`src/wnl_pkg.sv`:
```
// Shared constants, register layout and carrier types for the wireless link control block.
// Assumes a single 200 MHz clock and an APB register port with 32-bit data.
package wnl_pkg;

   // ****************************************************************
   // Timing
   // ****************************************************************
   localparam int CLK_PERIOD_NS    = 5;
   localparam int TICK_PERIOD_NS   = 1000000;
   localparam int TICK_CYCLES      = TICK_PERIOD_NS / CLK_PERIOD_NS;
   localparam int MS_PER_S         = 1000;
   localparam int TEMP_TIMEOUT_MIN = 5;
   localparam int TEMP_TIMEOUT_MS  = TEMP_TIMEOUT_MIN * 60 * MS_PER_S;
   localparam int RETRY_S          = 60;
   localparam int RETRY_MS         = RETRY_S * MS_PER_S;
   localparam int DEBOUNCE_MS      = 20;
   localparam logic [9:0] STROBE_PERIOD_MS = 10'h3e8;
   localparam logic [9:0] STROBE_ON_MS     = 10'h064;
   localparam logic [9:0] COPY_HALF_MS     = 10'h064;
   localparam logic [9:0] FW_SLOW_HALF_MS  = 10'h208;
   localparam logic [5:0] ACT_PULSE_MS     = 6'h32;

   // ****************************************************************
   // Network figures
   // ****************************************************************
   localparam logic [3:0]  MAX_STATIONS = 4'h8;
   localparam logic [31:0] DEFAULT_IP   = 32'hc0a84301;
   localparam logic [7:0]  POOL_OFFSET  = 8'h64;
   localparam logic [7:0]  POOL_WRAP    = 8'h87;
   localparam logic [7:0]  POOL_SIZE    = 8'h14;
   localparam logic signed [7:0] RSSI_MIN = 8'sh9c;
   localparam logic signed [7:0] RSSI_MAX = 8'sh00;

   // ****************************************************************
   // Register map
   // ****************************************************************
   localparam logic [11:0] REG_CTRL       = 12'h000;
   localparam logic [11:0] REG_STATUS     = 12'h004;
   localparam logic [11:0] REG_IP         = 12'h008;
   localparam logic [11:0] REG_POOL_FIRST = 12'h00c;
   localparam logic [11:0] REG_POOL_LAST  = 12'h010;
   localparam logic [11:0] REG_RSSI       = 12'h014;
   localparam logic [31:0] CTRL_RESET     = 32'h00000001;
   localparam logic [31:0] IP_RESET       = 32'h00000000;

   typedef enum logic [1:0] {BTN_DISABLED, BTN_TEMP_ENABLE, BTN_TEMP_CREATE} wnl_btn_cfg_t;
   typedef enum logic [1:0] {ST_OFF, ST_SEARCH, ST_UP, ST_FAIL} wnl_net_state_t;

   typedef struct packed {
      logic [23:0]  rsvd;
      logic [3:0]   channel;
      logic         has_password;
      wnl_btn_cfg_t btn;
      logic         role_create;
   } wnl_ctrl_t;

   typedef struct packed {
      logic [18:0]    rsvd;
      logic           open_net;
      logic [3:0]     sta_count;
      logic [3:0]     channel;
      logic           temp_active;
      logic           powered;
      wnl_net_state_t state;
   } wnl_status_t;

   typedef struct packed {
      logic up;
      logic fail;
      logic lost;
      logic activity;
      logic sta_join;
      logic sta_leave;
   } wnl_radio_evt_t;

   typedef struct packed {
      logic       power;
      logic       low_power;
      logic       role_create;
      logic       open_net;
      logic       serial_name;
      logic [3:0] channel;
   } wnl_radio_cmd_t;

endpackage

```
`src/wnl_ctrl.sv`:
```
// Wireless role, power gating, status indicator and DHCP pool logic with an APB register port.
// Assumes radio events and update status arrive on pclk; button and datalogger power level are pins.
//
// Function
// - Searching, joining or creating a network shows steady red.
// - Once the network is up, green pulses on network activity.
// - A failed connection strobes red twice repeatedly and retries after one minute.
// - Wireless turned off by button setting or datalogger instruction keeps the indicator dark unless an image copy or radio firmware transfer blinks it.
// - Image copy into flash blinks the indicator repeatedly, about ten seconds.
// - Radio firmware transfer blinks slowly, then faster toward completion.
// - Button disabled: presses ignored, network runs as configured.
// - Temporary enable: network normally off, a press powers it temporarily.
// - Temporary create in join role brings up an open network named from serial.
// - Create role with temporary create behaves exactly as temporary enable.
// - Temporary network times out after five minutes, refreshed by communication.
// - Another press while temporary network is active powers it down at once.
// - Create role uses WPA2 with a password, otherwise runs unencrypted.
// - Manual channel when set, otherwise least-interference channel.
// - A created network accepts at most eight stations.
// - Pool start is server plus 100, or minus 100 from octet 135 up.
// - Pool holds twenty entries, last address is start plus twenty.
// - Without a configured address the default server address and pool apply.
// - A configured address becomes the server address with the same pool rules.
// - Signal strength reads as dBm clamped to minus one hundred through zero.
// - Lost connectivity enters low power and retries about every minute.
//
// Chosen here: register access over APB and the register addresses.
`timescale 1ns/1ps
module wnl_ctrl
   import wnl_pkg::*;
#(
   parameter int TICK_CYC = TICK_CYCLES,
   parameter int TEMP_MS  = TEMP_TIMEOUT_MS,
   parameter int RETRY_T  = RETRY_MS
) (
   // Clock and reset
   input  wire logic           pclk,
   input  wire logic           presetn,
   // APB slave
   input  wire logic           psel,
   input  wire logic           penable,
   input  wire logic           pwrite,
   input  wire logic [11:0]    paddr,
   input  wire logic [31:0]    pwdata,
   output logic      [31:0]    prdata,
   output logic                pready,
   output logic                pslverr,
   // Pins
   input  wire logic           mode_button,
   input  wire logic           datalogger_net_power_instruction,
   // Update engine
   input  wire logic           os_copy_active,
   input  wire logic           radio_fw_active,
   input  wire logic [7:0]     radio_fw_progress,
   // Radio module
   input  wire wnl_radio_evt_t radio_evt,
   input  wire logic [7:0]     radio_rssi,
   input  wire logic [3:0]     scan_best_channel,
   output wnl_radio_cmd_t      radio_cmd,
   output logic                radio_retry,
   output logic                station_accept,
   // Indicator
   output logic                led_red,
   output logic                led_green
);

   // ****************************************************************
   // Declarations
   // ****************************************************************
   localparam logic [17:0] TICK_END  = 18'(TICK_CYC - 1);
   localparam logic [18:0] TEMP_END  = 19'(TEMP_MS - 1);
   localparam logic [16:0] RETRY_END = 17'(RETRY_T - 1);
   localparam logic [4:0]  DB_END    = 5'(DEBOUNCE_MS - 1);

   wnl_ctrl_t      ctrl;
   logic [31:0]    ip_cfg;
   logic [31:0]    pool_first;
   logic [31:0]    pool_last;
   logic [31:0]    pool_next;
   logic [7:0]     rssi_reg;
   logic [17:0]    tick_cnt;
   logic           tick;
   logic           btn_s1, btn_s2, btn_stable, press;
   logic           dl_s1, dl_s2;
   logic [4:0]     db_cnt;
   logic           temp_active;
   logic [18:0]    temp_ms;
   logic           temp_mode;
   logic           net_enable;
   logic           powered;
   logic           serial_mode;
   wnl_net_state_t state;
   logic [16:0]    retry_ms;
   logic [3:0]     sta_count;
   logic [9:0]     phase_ms;
   logic [5:0]     act_ms;
   logic [9:0]     blink_ms;
   logic [9:0]     blink_half;
   logic           blink_lvl;
   logic           strobe;
   logic           next_red, next_green;
   logic [31:0]    server_ip;
   wnl_status_t    status;

   function automatic logic reg_known(input logic [11:0] a);
      return a == REG_CTRL || a == REG_STATUS || a == REG_IP ||
             a == REG_POOL_FIRST || a == REG_POOL_LAST || a == REG_RSSI;
   endfunction

   function automatic logic [31:0] pool_start(input logic [31:0] srv);
      logic [7:0] o;
      o = srv[7:0];
      return {srv[31:8], (o >= POOL_WRAP) ? 8'(o - POOL_OFFSET) : 8'(o + POOL_OFFSET)};
   endfunction

   // ****************************************************************
   // Time base and pin synchronisers
   // ****************************************************************
   // A one-millisecond enable keeps every long counter narrow.
   assign tick = (tick_cnt == TICK_END);

   always_ff @(posedge pclk or negedge presetn) begin
      if (!presetn) tick_cnt <= 18'h00000;
      else if (tick) tick_cnt <= 18'h00000;
      else tick_cnt <= tick_cnt + 18'h00001;
   end

   always_ff @(posedge pclk or negedge presetn) begin
      if (!presetn) begin
         btn_s1 <= 1'b0;
         btn_s2 <= 1'b0;
         dl_s1  <= 1'b0;
         dl_s2  <= 1'b0;
      end else begin
         btn_s1 <= mode_button;
         btn_s2 <= btn_s1;
         dl_s1  <= datalogger_net_power_instruction;
         dl_s2  <= dl_s1;
      end
   end

   // Contact bounce shorter than the debounce window never reaches the stable level.
   always_ff @(posedge pclk or negedge presetn) begin
      if (!presetn) begin
         db_cnt     <= 5'h00;
         btn_stable <= 1'b0;
         press      <= 1'b0;
      end else begin
         press <= 1'b0;
         if (btn_s2 == btn_stable) db_cnt <= 5'h00;
         else if (tick) begin
            if (db_cnt == DB_END) begin
               db_cnt     <= 5'h00;
               btn_stable <= btn_s2;
               press      <= btn_s2;
            end else db_cnt <= db_cnt + 5'h01;
         end
      end
   end

   // ****************************************************************
   // Power gating and temporary network
   // ****************************************************************
   assign temp_mode   = (ctrl.btn == BTN_TEMP_ENABLE) || (ctrl.btn == BTN_TEMP_CREATE);
   assign net_enable  = temp_mode ? temp_active : 1'b1;
   assign powered     = net_enable && dl_s2;
   assign serial_mode = (ctrl.btn == BTN_TEMP_CREATE) && !ctrl.role_create;

   always_ff @(posedge pclk or negedge presetn) begin
      if (!presetn) temp_active <= 1'b0;
      else if (!temp_mode) temp_active <= 1'b0;
      else if (press) temp_active <= !temp_active;
      else if (temp_active && tick && temp_ms == TEMP_END && !radio_evt.activity) temp_active <= 1'b0;
   end

   always_ff @(posedge pclk or negedge presetn) begin
      if (!presetn) temp_ms <= 19'h00000;
      else if (press || radio_evt.activity || !temp_active) temp_ms <= 19'h00000;
      else if (tick) temp_ms <= temp_ms + 19'h00001;
   end

   // ****************************************************************
   // Connection sequencer
   // ****************************************************************
   always_ff @(posedge pclk or negedge presetn) begin
      if (!presetn) begin
         state       <= ST_OFF;
         radio_retry <= 1'b0;
      end else begin
         radio_retry <= 1'b0;
         if (!powered) state <= ST_OFF;
         else begin
            unique case (state)
               ST_OFF: begin
                  state       <= ST_SEARCH;
                  radio_retry <= 1'b1;
               end
               ST_SEARCH: begin
                  if (radio_evt.up) state <= ST_UP;
                  else if (radio_evt.fail) state <= ST_FAIL;
               end
               ST_UP: begin
                  if (radio_evt.lost) state <= ST_FAIL;
               end
               ST_FAIL: begin
                  if (tick && retry_ms == RETRY_END) begin
                     state       <= ST_SEARCH;
                     radio_retry <= 1'b1;
                  end
               end
            endcase
         end
      end
   end

   always_ff @(posedge pclk or negedge presetn) begin
      if (!presetn) retry_ms <= 17'h00000;
      else if (state != ST_FAIL) retry_ms <= 17'h00000;
      else if (tick) retry_ms <= (retry_ms == RETRY_END) ? 17'h00000 : retry_ms + 17'h00001;
   end

   // Commands to the radio are registered so it never sees decode glitches.
   always_ff @(posedge pclk or negedge presetn) begin
      if (!presetn) radio_cmd <= '0;
      else begin
         radio_cmd.power       <= powered;
         radio_cmd.low_power   <= (state == ST_FAIL);
         radio_cmd.role_create <= ctrl.role_create || serial_mode;
         radio_cmd.open_net    <= serial_mode || !ctrl.has_password;
         radio_cmd.serial_name <= serial_mode;
         radio_cmd.channel     <= (ctrl.channel != 4'h0) ? ctrl.channel : scan_best_channel;
      end
   end

   // Joins beyond the cap are refused; the radio must honour station_accept.
   assign station_accept = (sta_count < MAX_STATIONS);

   always_ff @(posedge pclk or negedge presetn) begin
      if (!presetn) sta_count <= 4'h0;
      else if (state != ST_UP) sta_count <= 4'h0;
      else if (radio_evt.sta_join && station_accept && !(radio_evt.sta_leave && sta_count != 4'h0))
         sta_count <= sta_count + 4'h1;
      else if (radio_evt.sta_leave && sta_count != 4'h0 && !(radio_evt.sta_join && station_accept))
         sta_count <= sta_count - 4'h1;
   end

   // ****************************************************************
   // Indicator sequencer
   // ****************************************************************
   assign blink_half = os_copy_active ? COPY_HALF_MS :
                       10'(FW_SLOW_HALF_MS - {1'b0, radio_fw_progress, 1'b0});
   assign strobe     = (phase_ms < STROBE_ON_MS) ||
                       (phase_ms >= 10'(2 * STROBE_ON_MS) && phase_ms < 10'(3 * STROBE_ON_MS));

   always_ff @(posedge pclk or negedge presetn) begin
      if (!presetn) phase_ms <= 10'h000;
      else if (tick) phase_ms <= (phase_ms == STROBE_PERIOD_MS - 10'h001) ? 10'h000 : phase_ms + 10'h001;
   end

   always_ff @(posedge pclk or negedge presetn) begin
      if (!presetn) act_ms <= 6'h00;
      else if (radio_evt.activity) act_ms <= ACT_PULSE_MS;
      else if (tick && act_ms != 6'h00) act_ms <= act_ms - 6'h01;
   end

   always_ff @(posedge pclk or negedge presetn) begin
      if (!presetn) begin
         blink_ms  <= 10'h000;
         blink_lvl <= 1'b0;
      end else if (!(os_copy_active || radio_fw_active)) begin
         blink_ms  <= 10'h000;
         blink_lvl <= 1'b0;
      end else if (tick) begin
         if (blink_ms >= blink_half - 10'h001) begin
            blink_ms  <= 10'h000;
            blink_lvl <= !blink_lvl;
         end else blink_ms <= blink_ms + 10'h001;
      end
   end

   always_comb begin
      next_red   = 1'b0;
      next_green = 1'b0;
      if (os_copy_active) begin
         next_red   = blink_lvl;
         next_green = blink_lvl;
      end else if (radio_fw_active) next_green = blink_lvl;
      else begin
         unique case (state)
            ST_OFF:    next_red = 1'b0;
            ST_SEARCH: next_red = 1'b1;
            ST_UP:     next_green = (act_ms != 6'h00);
            ST_FAIL:   next_red = strobe;
         endcase
      end
   end

   always_ff @(posedge pclk or negedge presetn) begin
      if (!presetn) begin
         led_red   <= 1'b0;
         led_green <= 1'b0;
      end else begin
         led_red   <= next_red;
         led_green <= next_green;
      end
   end

   // ****************************************************************
   // DHCP pool and signal strength
   // ****************************************************************
   assign server_ip = (ip_cfg == 32'h00000000) ? DEFAULT_IP : ip_cfg;
   assign pool_next = pool_start(server_ip);

   always_ff @(posedge pclk or negedge presetn) begin
      if (!presetn) begin
         pool_first <= 32'h00000000;
         pool_last  <= 32'h00000000;
         rssi_reg   <= 8'h00;
      end else begin
         pool_first <= pool_next;
         pool_last  <= {pool_next[31:8], 8'(pool_next[7:0] + POOL_SIZE)};
         if ($signed(radio_rssi) < RSSI_MIN) rssi_reg <= RSSI_MIN;
         else if ($signed(radio_rssi) > RSSI_MAX) rssi_reg <= RSSI_MAX;
         else rssi_reg <= radio_rssi;
      end
   end

   // ****************************************************************
   // APB slave
   // ****************************************************************
   // Read data is captured in the setup cycle so the access phase needs no wait state.
   assign pready  = 1'b1;
   assign pslverr = psel && penable && !reg_known(paddr);

   always_comb begin
      status             = '0;
      status.open_net    = radio_cmd.open_net;
      status.sta_count   = sta_count;
      status.channel     = radio_cmd.channel;
      status.temp_active = temp_active;
      status.powered     = powered;
      status.state       = state;
   end

   always_ff @(posedge pclk or negedge presetn) begin
      if (!presetn) begin
         ctrl   <= CTRL_RESET;
         ip_cfg <= IP_RESET;
      end else if (psel && penable && pwrite) begin
         if (paddr == REG_CTRL) ctrl <= {24'h000000, pwdata[7:0]};
         if (paddr == REG_IP) ip_cfg <= pwdata;
      end
   end

   always_ff @(posedge pclk or negedge presetn) begin
      if (!presetn) prdata <= 32'h00000000;
      else if (psel && !penable && !pwrite) begin
         unique case (paddr)
            REG_CTRL:       prdata <= ctrl;
            REG_STATUS:     prdata <= status;
            REG_IP:         prdata <= ip_cfg;
            REG_POOL_FIRST: prdata <= pool_first;
            REG_POOL_LAST:  prdata <= pool_last;
            REG_RSSI:       prdata <= {24'h000000, rssi_reg};
            default:        prdata <= 32'h00000000;
         endcase
      end
   end
endmodule

```
`config.mk`:
```
export PLATFORM = sky130hd
export DESIGN_NAME = wnl_ctrl
export DESIGN_NICKNAME = d
export VERILOG_FILES = /design/src/wnl_pkg.sv /design/src/wnl_ctrl.sv
export SDC_FILE = /design/constraint.sdc
export NUM_CORES = 1
export LEC_CHECK = 0
export ABC_AREA = 1
export BUFFER_PORTS_ARGS = -buffer_cell sky130_fd_sc_hd__buf_2
export CAP_MARGIN = 10
export CELL_PAD_IN_SITES_DETAIL_PLACEMENT = 1
export CELL_PAD_IN_SITES_GLOBAL_PLACEMENT = 1
export CORE_MARGIN = 3
export CORE_UTILIZATION = 47
export CTS_CLUSTER_DIAMETER = 60
export CTS_CLUSTER_SIZE = 40
export DETAILED_ROUTE_END_ITERATION = 7
export GPL_TIMING_DRIVEN = 0
export PLACE_DENSITY = 0.93
export RECOVER_POWER = 100
export SLEW_MARGIN = 20
export SYNTH_ARGS = -nofsm -noshare
export SYNTH_HDL_FRONTEND = slang
export SYNTH_SLANG_ARGS = --single-unit
export TNS_END_PERCENT = 1
```
`constraint.sdc`:
```
create_clock -name pclk -period 5.3 [get_ports pclk]
set_input_delay 0.53 -clock pclk [delete_from_list [all_inputs] [get_ports pclk]]
set_output_delay 0.53 -clock pclk [all_outputs]
set_load 0.02 [all_outputs]
```
==> results.cfg, run 1 <==
[timing]
hold_viol_final = 0
fin_crit_sh = 0.6316
setup_viol = 0
min_period_ps = 3347
relSlewSlack = -0.6730
rsz0062_at_grt = no
setup_slack_ps = 1953
fmax_mhz = 298.8
drv_slew = 101
finalClockSkew_ps = 28.21
tightest_slew_ps = 2510

[layout]
synthToLayoutAreaGrowth_pct = 14.03
final_common_cell = nand2_1
final_cell_area_mm2 = 0.01402
final_cell_mix = nand2_1, dfrtp_1, nand3_1, inv_1, nor2_1
largestRegisters = ip_cfg: 32 flops, prdata: 32 flops, pool_last: 31 flops
final_nets = 1869
instances_no_fill = 2104
drive_gt1_frac = 0.08521

[cts]
cts_made_buffers = 23
clockBufferDepth = 3
clk_latency_ps = 530
root_buffer = clkbuf_16
postCtsResizedCells = 0
htree_levels = 1
clkTransAtPathRegs_ps = 60
cts.sinks = 229
cts_tree = built

[outcome]
status = complete, but fails checks
violations = capacitance limit, slew limit

[yosys]
synthSimpleGateAreaFrac = 0.3192
synth.yosys.seq_area_share = 0.4662
synth_compound_area_frac = 0.06838
synth_xor_area_frac = 0.03277
syn_nets = 1717
ys_ff_latch = 229
avgSynthCellArea_um2 = 7.666
synthFlopType = dfrtp_1
netlist_area_mm2 = 0.01230
synthMuxAreaShare = 0
synth_top_family_by_area = simple AND/OR/NAND/NOR gates
syn_inst = 1604
ys_types = 46
async_flop_share = 1.000
yosysWarnings = 0
synthAdderAreaFrac = 0.03582
synth_edf_count = 0

[critical_path]
rr_startpoint = tick_cnt[0]$_DFF_PN0_
startpoint_type = input pin
cp-end-kind = async pin
cp.required_ps = 5390
reg2reg_slack_ps = 2200
cp_slowest_stage_delay_ps = 1830
critPathMaxFanout = 100
crit_slowest_cell = clkbuf_2
crit_chain = dlygate4sd3_1 -> buf_8 -> clkbuf_2
r2r_end = retry_ms[9]$_DFFE_PN0P_
worstRegToRegCells = 9
worst-endpoint-arrival_ps = 3430
critPathKind = input pin to async pin

[power]
peakVddDrop_uv = 225.2
power_density_mw_per_mm2 = 289.3
leakage_nw = 6.923

[detailed_routing]
vias_per_cell = 5.492
wirelength_um = 37740
antenna_left = 0
first_pass_iters = 5
drtIter0Drc = 558
drc = 0
vias = 11560
wl_per_cell_um = 17.94

[placement]
dp_slack_ps = 1799
gp_congestion = 0.8754
dp_hpwl_um = 26800
dpl.cell_count = 2060
dpl_cell_area_mm2 = 0.01339
port_buffers = 124

[floorplanning]
num_rows = 58
die_area_mm2 = 0.02814
ioPinCount = 126
core_mm2 = 0.02547
start_util = 0.4827
die_y_um = 167.7
die_w_um = 167.7

[hold_path]
hp-start = mode_button
whs_path_depth = 1
hold_end = btn_s1$_DFF_PN0_
holdCritPathClass = input pin to flip-flop

[global_routing]
gr-usage-all-layers = 0.2652
grt_max_degree = 101
grt_pass1_vias = 12800
antenna_found_initial = 2
grt_overflow = 0
grt_pass1_wl_um = 62590

[run]
max-cap-violations = 1
-- area by class of cell --
cell class | instances | area [µm²]
Antenna cell | 2 | 5.005
Multi-Input combinational cell | 1139 | 5557
Fill cell | 3256 | 11450
Clock inverter | 18 | 214.0
Tap cell | 330 | 412.9
Timing Repair Buffer | 127 | 611.8
Inverter | 175 | 658.1
Clock buffer | 23 | 575.6
Sequential cell | 229 | 5732
Buffer | 61 | 255.2
-- critical path: cells and delay by family --
family,cells,cell delay (ps)
buffers and inverters,3,2800
-- layer usage --
layer  track usage  part of all wire  vias to the layer above
met4       0.08965             0.032                        0
met2        0.4924              0.51                      277
met5             0                 0                        -
li1              -                 -                     5452
met3       0.03045             0.038                       84
met1        0.3180              0.42                     5742
-- stage by stage --
stage               hold WS [ps]  power (mW)    util  setup TNS (ps)
floorplan                  234.4       2.145       -               0
global placement           336.4       2.308  0.5233          -61950
detailed placement         342.6       2.357  0.5258               0
CTS                        111.0       4.090  0.5572               0
global route               116.8       4.221  0.5504               0
finish                     124.1       4.056  0.5504               0
-- how the worst max path moves through the flow --
stage | slack (ps) | endpoint | startpoint
4_1_cts | 2260 | blink_ms[2]$_DFFE_PN0P_ | radio_fw_progress[0]
6_report | 1950 | blink_ms[9]$_DFFE_PN0P_ | presetn
5_1_grt | 1400 | led_green$_DFF_PN0_ | presetn
3_5_place_dp | 1800 | blink_ms[3]$_DFFE_PN0P_ | radio_fw_progress[0]
3_3_place_gp | -300 | act_ms[0]$_DFFE_PN0P_ | presetn
2_1_floorplan | 2510 | blink_lvl$_DFFE_PN0P_ | radio_fw_progress[0]
-- what timing repair did --
item / 4_1_cts / 5_1_grt
hold buffers: 1 / 0
setup buffers: 0 / 0
endpoints found under the hold margin: 37 / 0
-- power breakdown --
part	internal, mW	leakage, nW	switching, mW
Sequential	1.80	3.04	0.0528
Clock	0.933	0.392	0.790
Combinational	0.147	3.49	0.330
Total	2.88	6.92	1.17
-- cell usage after synthesis (3+ instances only) --
master,number,area (µm²)
nand2_1,495,1858
dfrtp_1,228,5705
nand3_1,176,880.8
inv_1,171,641.9
nor2_1,119,446.7
o21ai_0,79,395.4
nor3_1,37,185.2
clkbuf_1,34,127.6
nand4_1,34,212.7
a21oi_1,33,165.2
ha_1,32,400.4
xor2_1,31,271.5
buf_2,18,90.09
xnor2_1,15,131.4
nor4_1,12,75.07
o21bai_1,12,90.09
o21ai_1,9,45.04
buf_4,7,52.55
nor2_2,7,43.79
nand3b_1,5,37.54
o31ai_1,5,37.54
or2_2,5,31.28
nand2_2,4,25.02
nand3_2,4,40.04
inv_2,3,11.26
-- kinds of logic (layout without fill, tap and decap cells) --
kind of cell / Yosys count / after routing
xor+xnor: 46 / 46
fa+ha+maj: 34 / 34
flops: 229 / 229
buf+inv: 236 / 404
other cells: 1 / 3
simple gates: 906 / 906
compound gates: 152 / 152
(Power assumes the default switching activity.)
==> inputs of run 2 (changes only) <==
CORE_UTILIZATION = 44   (was 47)
PLACE_DENSITY = 0.88   (was 0.93)
clock period = 3.2 ns   (was 5.3 ns; I/O delays follow)
==> run 2 against run 1 <==
Against the previous run:
- the run still ends with capacitance limit, slew limit left
- global-route usage shrank 2.3 points
- register-to-register slack worse by 1900 ps
- die area is 6.6% higher
- core utilization fell by 2.8 points
- critical endpoint is now act_ms[4]$_DFFE_PN0P_
==> results.cfg, run 2 (same netlist as run 1, synthesis figures left out) <==
[outcome]
status = complete, but fails checks
violations = capacitance limit, slew limit

[critical_path]
cp-end-kind = flip-flop
cp.required_ps = 3590
critPathKind = flip-flop to flip-flop
worstRegToRegCells = 9
critPathMaxFanout = 10
reg2reg_slack_ps = 330
r2r_end = act_ms[4]$_DFFE_PN0P_
startpoint = tick_cnt[0]$_DFF_PN0_
worst-endpoint-arrival_ps = 3260
endpoint = act_ms[4]$_DFFE_PN0P_
rr_startpoint = tick_cnt[0]$_DFF_PN0_
startpoint_type = flip-flop

[cts]
clkTransAtPathRegs_ps = 80
postCtsResizedCells = 0
cts_setup_buffers = 0
root_buffer = clkbuf_16
clk_latency_ps = 540
clockBufferDepth = 3
ctsHoldBuffers = 5
htree_levels = 1
cts.sinks = 229
cts_made_buffers = 25
cts_tree = built

[detailed_routing]
wirelength_um = 36940
first_pass_iters = 5
wl_per_cell_um = 17.16
drtIter0Drc = 611
drc = 0
antenna_left = 0
vias = 11490
vias_per_cell = 5.336

[floorplanning]
start_util = 0.4524
core_mm2 = 0.02718
die_y_um = 173.2
ioPinCount = 126
die_area_mm2 = 0.02999
die_w_um = 173.2
num_rows = 60

[layout]
final_common_cell = nand2_1
final_nets = 1875
largestRegisters = ip_cfg: 32 flops, prdata: 32 flops, pool_last: 31 flops
post-route-util = 0.5220
synthToLayoutAreaGrowth_pct = 15.38
drive_gt1_frac = 0.08596
final_cell_mix = nand2_1, dfrtp_1, nand3_1, inv_1, nor2_1

[timing]
hold_ws_ps = 22.29
setup_viol = 0
hold_viol_final = 0
min_period_ps = 2874
rsz0062_at_grt = no
finalClockSkew_ps = 29.28
fmax_mhz = 348.0
tightest_slew_ps = 2184
drv_slew = 85
fin_crit_sh = 0.8980
relSlewSlack = -0.4560

[global_routing]
grt_pass1_wl_um = 60990
gr-usage-all-layers = 0.2425
antenna_found_initial = 1
grt_pass1_vias = 12380
grt_overflow = 0
grt_max_degree = 91

[placement]
port_buffers = 124
dp_hpwl_um = 26470
gp_congestion = 0.8677

[power]
leakage_nw = 6.957
power_density_mw_per_mm2 = 484.2
peakVddDrop_uv = 395.0

[hold_path]
holdCritPathClass = input pin to flip-flop

[run]
max-cap-violations = 1
## run 2: power breakdown
group          leakage, nW  internal (mW)  total (mW)  switching [mW]
registers             3.04           2.99        3.07          0.0883
logic                 3.51          0.251       0.792           0.541
clock network        0.406           1.67        3.00            1.33
## run 2: worst min path at each step
stage / startpoint / cells after the start / slack, ps / end
final: pwdata[17] / 3 / 20 / ip_cfg[17]$_DFFE_PN0P_
after global routing: pwdata[22] / 3 / 30 / ip_cfg[22]$_DFFE_PN0P_
after global placement: btn_s1$_DFF_PN0_ / 0 / 330 / btn_s2$_DFF_PN0_
after floorplan: presetn / 0 / 20 / act_ms[0]$_DFFE_PN0P_
after CTS: pwdata[17] / 3 / 20 / ip_cfg[17]$_DFFE_PN0P_
after detailed placement: btn_s1$_DFF_PN0_ / 0 / 350 / btn_s2$_DFF_PN0_
## run 2: through the flow
step	setup WS [ps]	setup TNS (ps)	cell area, µm²	cells	power [mW]
after floorplan	623.7	0	12300	1604	3.553
after global placement	-2275	-513500	13380	2100	3.830
after detailed placement	11.25	0	13450	2102	3.902
after CTS	474.6	0	14350	2152	6.934
after global routing	108.7	0	14190	2153	7.144
final	326.4	0	14190	2153	6.869
## run 2: final cells by class
type	instances	area [µm²]
multi-input combinational	1139	5555
antenna	1	2.502
buffer	61	260.3
sequential	229	5732
clock inverter	18	209.0
fill	3485	12990
clock buffer	27	643.1
timing repair buffer	131	660.6
tap	372	465.4
inverter	175	658.1
## run 2: worst max-delay path, cell delays in order (launching register included)
cell and delay, ps:
dfrtp_1 420, ha_1 240, nand3_1 150, nor2_1 100, nand3_1 510, clkinvlp_2 580
nand2_1 370, nand2_1 150, o21ai_0 110, o21ai_0 110
## run 2: layer usage
metal | track usage | vias up | wire length, µm
met1 | 0.2942 | 5695 | 15270
met4 | 0.07568 | 0 | 1129
met2 | 0.4464 | 244 | 19140
li1 | - | 5475 | -
met5 | 0 | - | 0
met3 | 0.03184 | 74 | 1405
==> inputs of run 3 (changes only) <==
clock period = 3.05 ns   (was 3.2 ns; I/O delays follow)
==> run 3 against run 2 <==
Against the previous run:
- design area about the same
- core utilization hardly changed
- final cell count stayed put
- worst setup slack got worse by 130 ps
- critical path type unchanged
- first-iteration DRC count up 8.7%
- global-route usage stayed put
- the flow still finishes with violations (capacitance limit, slew limit)
- wire length about the same
- critical path depth did not move
- count of clock-buffer cells in the layout is the same
- sequential power is 5% higher
- combinational power increased by 5.2%
- critical endpoint unchanged
==> results.cfg, run 3 (same netlist as run 1, synthesis figures left out) <==
[outcome]
status = complete, but fails checks
violations = capacitance limit, slew limit

[global_routing]
grt_pass1_vias = 12380
grt_max_degree = 91
grt_pass1_wl_um = 60990
grt_overflow = 0
antenna_found_initial = 1
gr-usage-all-layers = 0.2425

[detailed_routing]
vias_per_cell = 5.307
drc = 0
wirelength_um = 36970
antenna_left = 0
vias = 11430
wl_per_cell_um = 17.17
first_pass_iters = 5
drtIter0Drc = 664

[layout]
final_common_cell = nand2_1
fillers = 3485
drive_gt1_frac = 0.08764
final_nets = 1875
largestRegisters = ip_cfg: 32 flops, prdata: 32 flops, pool_last: 31 flops
final_cell_mix = nand2_1, dfrtp_1, nand3_1, inv_1, nor2_1
post-route-util = 0.5220
synthToLayoutAreaGrowth_pct = 15.37

[cts]
cts_tree = built
cts_made_buffers = 25
clk_latency_ps = 540
clkTransAtPathRegs_ps = 80
clockBufferDepth = 3
root_buffer = clkbuf_16
htree_levels = 1
postCtsResizedCells = 0
cts.sinks = 229

[timing]
tightest_slew_ps = 1504
relSlewSlack = -0.002649
min_period_ps = 2853
fin_crit_sh = 0.9355
hold_ws_ps = 6.086
hold_viol_final = 0
fmax_mhz = 350.5
rsz0062_at_grt = no
drv_slew = 55
finalClockSkew_ps = 28.48
setup_viol = 0

[floorplanning]
die_y_um = 173.2
num_rows = 60
core_mm2 = 0.02718
start_util = 0.4524
ioPinCount = 126
die_w_um = 173.2
die_area_mm2 = 0.02999

[critical_path]
cp-end-kind = flip-flop
critPathMaxFanout = 10
cp.required_ps = 3440
startpoint_type = flip-flop
worst-endpoint-arrival_ps = 3240
critPathKind = flip-flop to flip-flop

[hold_path]
holdCritPathClass = input pin to flip-flop

[placement]
gp_congestion = 0.8677
port_buffers = 124
dp_hpwl_um = 26470

[power]
leakage_nw = 6.959
power_density_mw_per_mm2 = 507.9
peakVddDrop_uv = 414.5

[run]
max-cap-violations = 1
run 3: cell count changes in the layout (fill, tap and decap cells not counted), sizes merged:
cell,before,now
clkbuf,127,126
buf,87,88
run 3: report_power, final:
| group | internal, mW | switching (mW) | total (mW) | leakage (nW) |
|---|---|---|---|---|
| Sequential | 3.13 | 0.0929 | 3.22 | 3.04 |
| Clock | 1.75 | 1.40 | 3.15 | 0.406 |
| Combinational | 0.264 | 0.569 | 0.833 | 3.52 |
run 3: what timing repair did:
action | 4_1_cts | 5_1_grt
endpoints found under the hold margin | 88 | 0
hold buffers | 5 | 0
buffers inserted | 0 | 0
run 3: worst paths after layout:
kind	startpoint	endpoint	slack, ps	cells after the start
worst min register to register	btn_s1$_DFF_PN0_	btn_s2$_DFF_PN0_	360	0
min in group asynchronous	presetn	prdata[22]$_DFFE_PN0P_	360	2
worst min-delay path	pwdata[17]	ip_cfg[17]$_DFFE_PN0P_	6	3
max in group asynchronous	presetn	temp_ms[13]$_DFFE_PN0P_	530	4
worst max register to register	tick_cnt[0]$_DFF_PN0_	act_ms[4]$_DFFE_PN0P_	200	9
worst max-delay path	tick_cnt[0]$_DFF_PN0_	act_ms[4]$_DFFE_PN0P_	200	9
run 3: area by class of cell:
| type | count | area [µm²] | area share |
|---|---|---|---|
| clock buffers | 27 | 643.1 | 0.04534 |
| diodes | 1 | 2.502 | 0.0001764 |
| inverters | 175 | 658.1 | 0.04640 |
| repair buffers | 131 | 650.6 | 0.04587 |
| multi-input cells | 1139 | 5560 | 0.3920 |
| flip-flops and latches | 229 | 5732 | 0.4041 |
| plain buffers | 61 | 264.0 | 0.01861 |
| clock inverters | 18 | 209.0 | 0.01473 |
| well taps | 372 | 465.4 | 0.03281 |
run 3: routing by layer:
metal	vias up	routed length, µm	global-route usage
li1	5478	-	-
met1	5635	15310	0.2942
met2	238	19160	0.4464
met3	74	1398	0.03184
met4	0	1102	0.07568
met5	-	0	0
run 3: per-stage QoR:
step | setup TNS, ps | setup WS [ps] | instances | cell area (µm²) | power, mW
5_1_grt | 0 | 39.66 | 2153 | 14180 | 7.497
4_1_cts | 0 | 339.6 | 2152 | 14350 | 7.275
3_5_place_dp | -404.6 | -123.8 | 2102 | 13450 | 4.094
2_1_floorplan | 0 | 488.7 | 1604 | 12300 | 3.727
6_report | 0 | 196.7 | 2153 | 14180 | 7.205
3_3_place_gp | -544410 | -2410 | 2100 | 13380 | 4.019
run 3: critical path, stage by stage (launching register included):
cell and delay, ps:
dfrtp_1 420, ha_1 240, nand3_1 150, nor2_1 100
nand3_1 510, clkinvlp_2 560, nand2_1 370, nand2_1 150
o21ai_0 110, o21ai_0 110
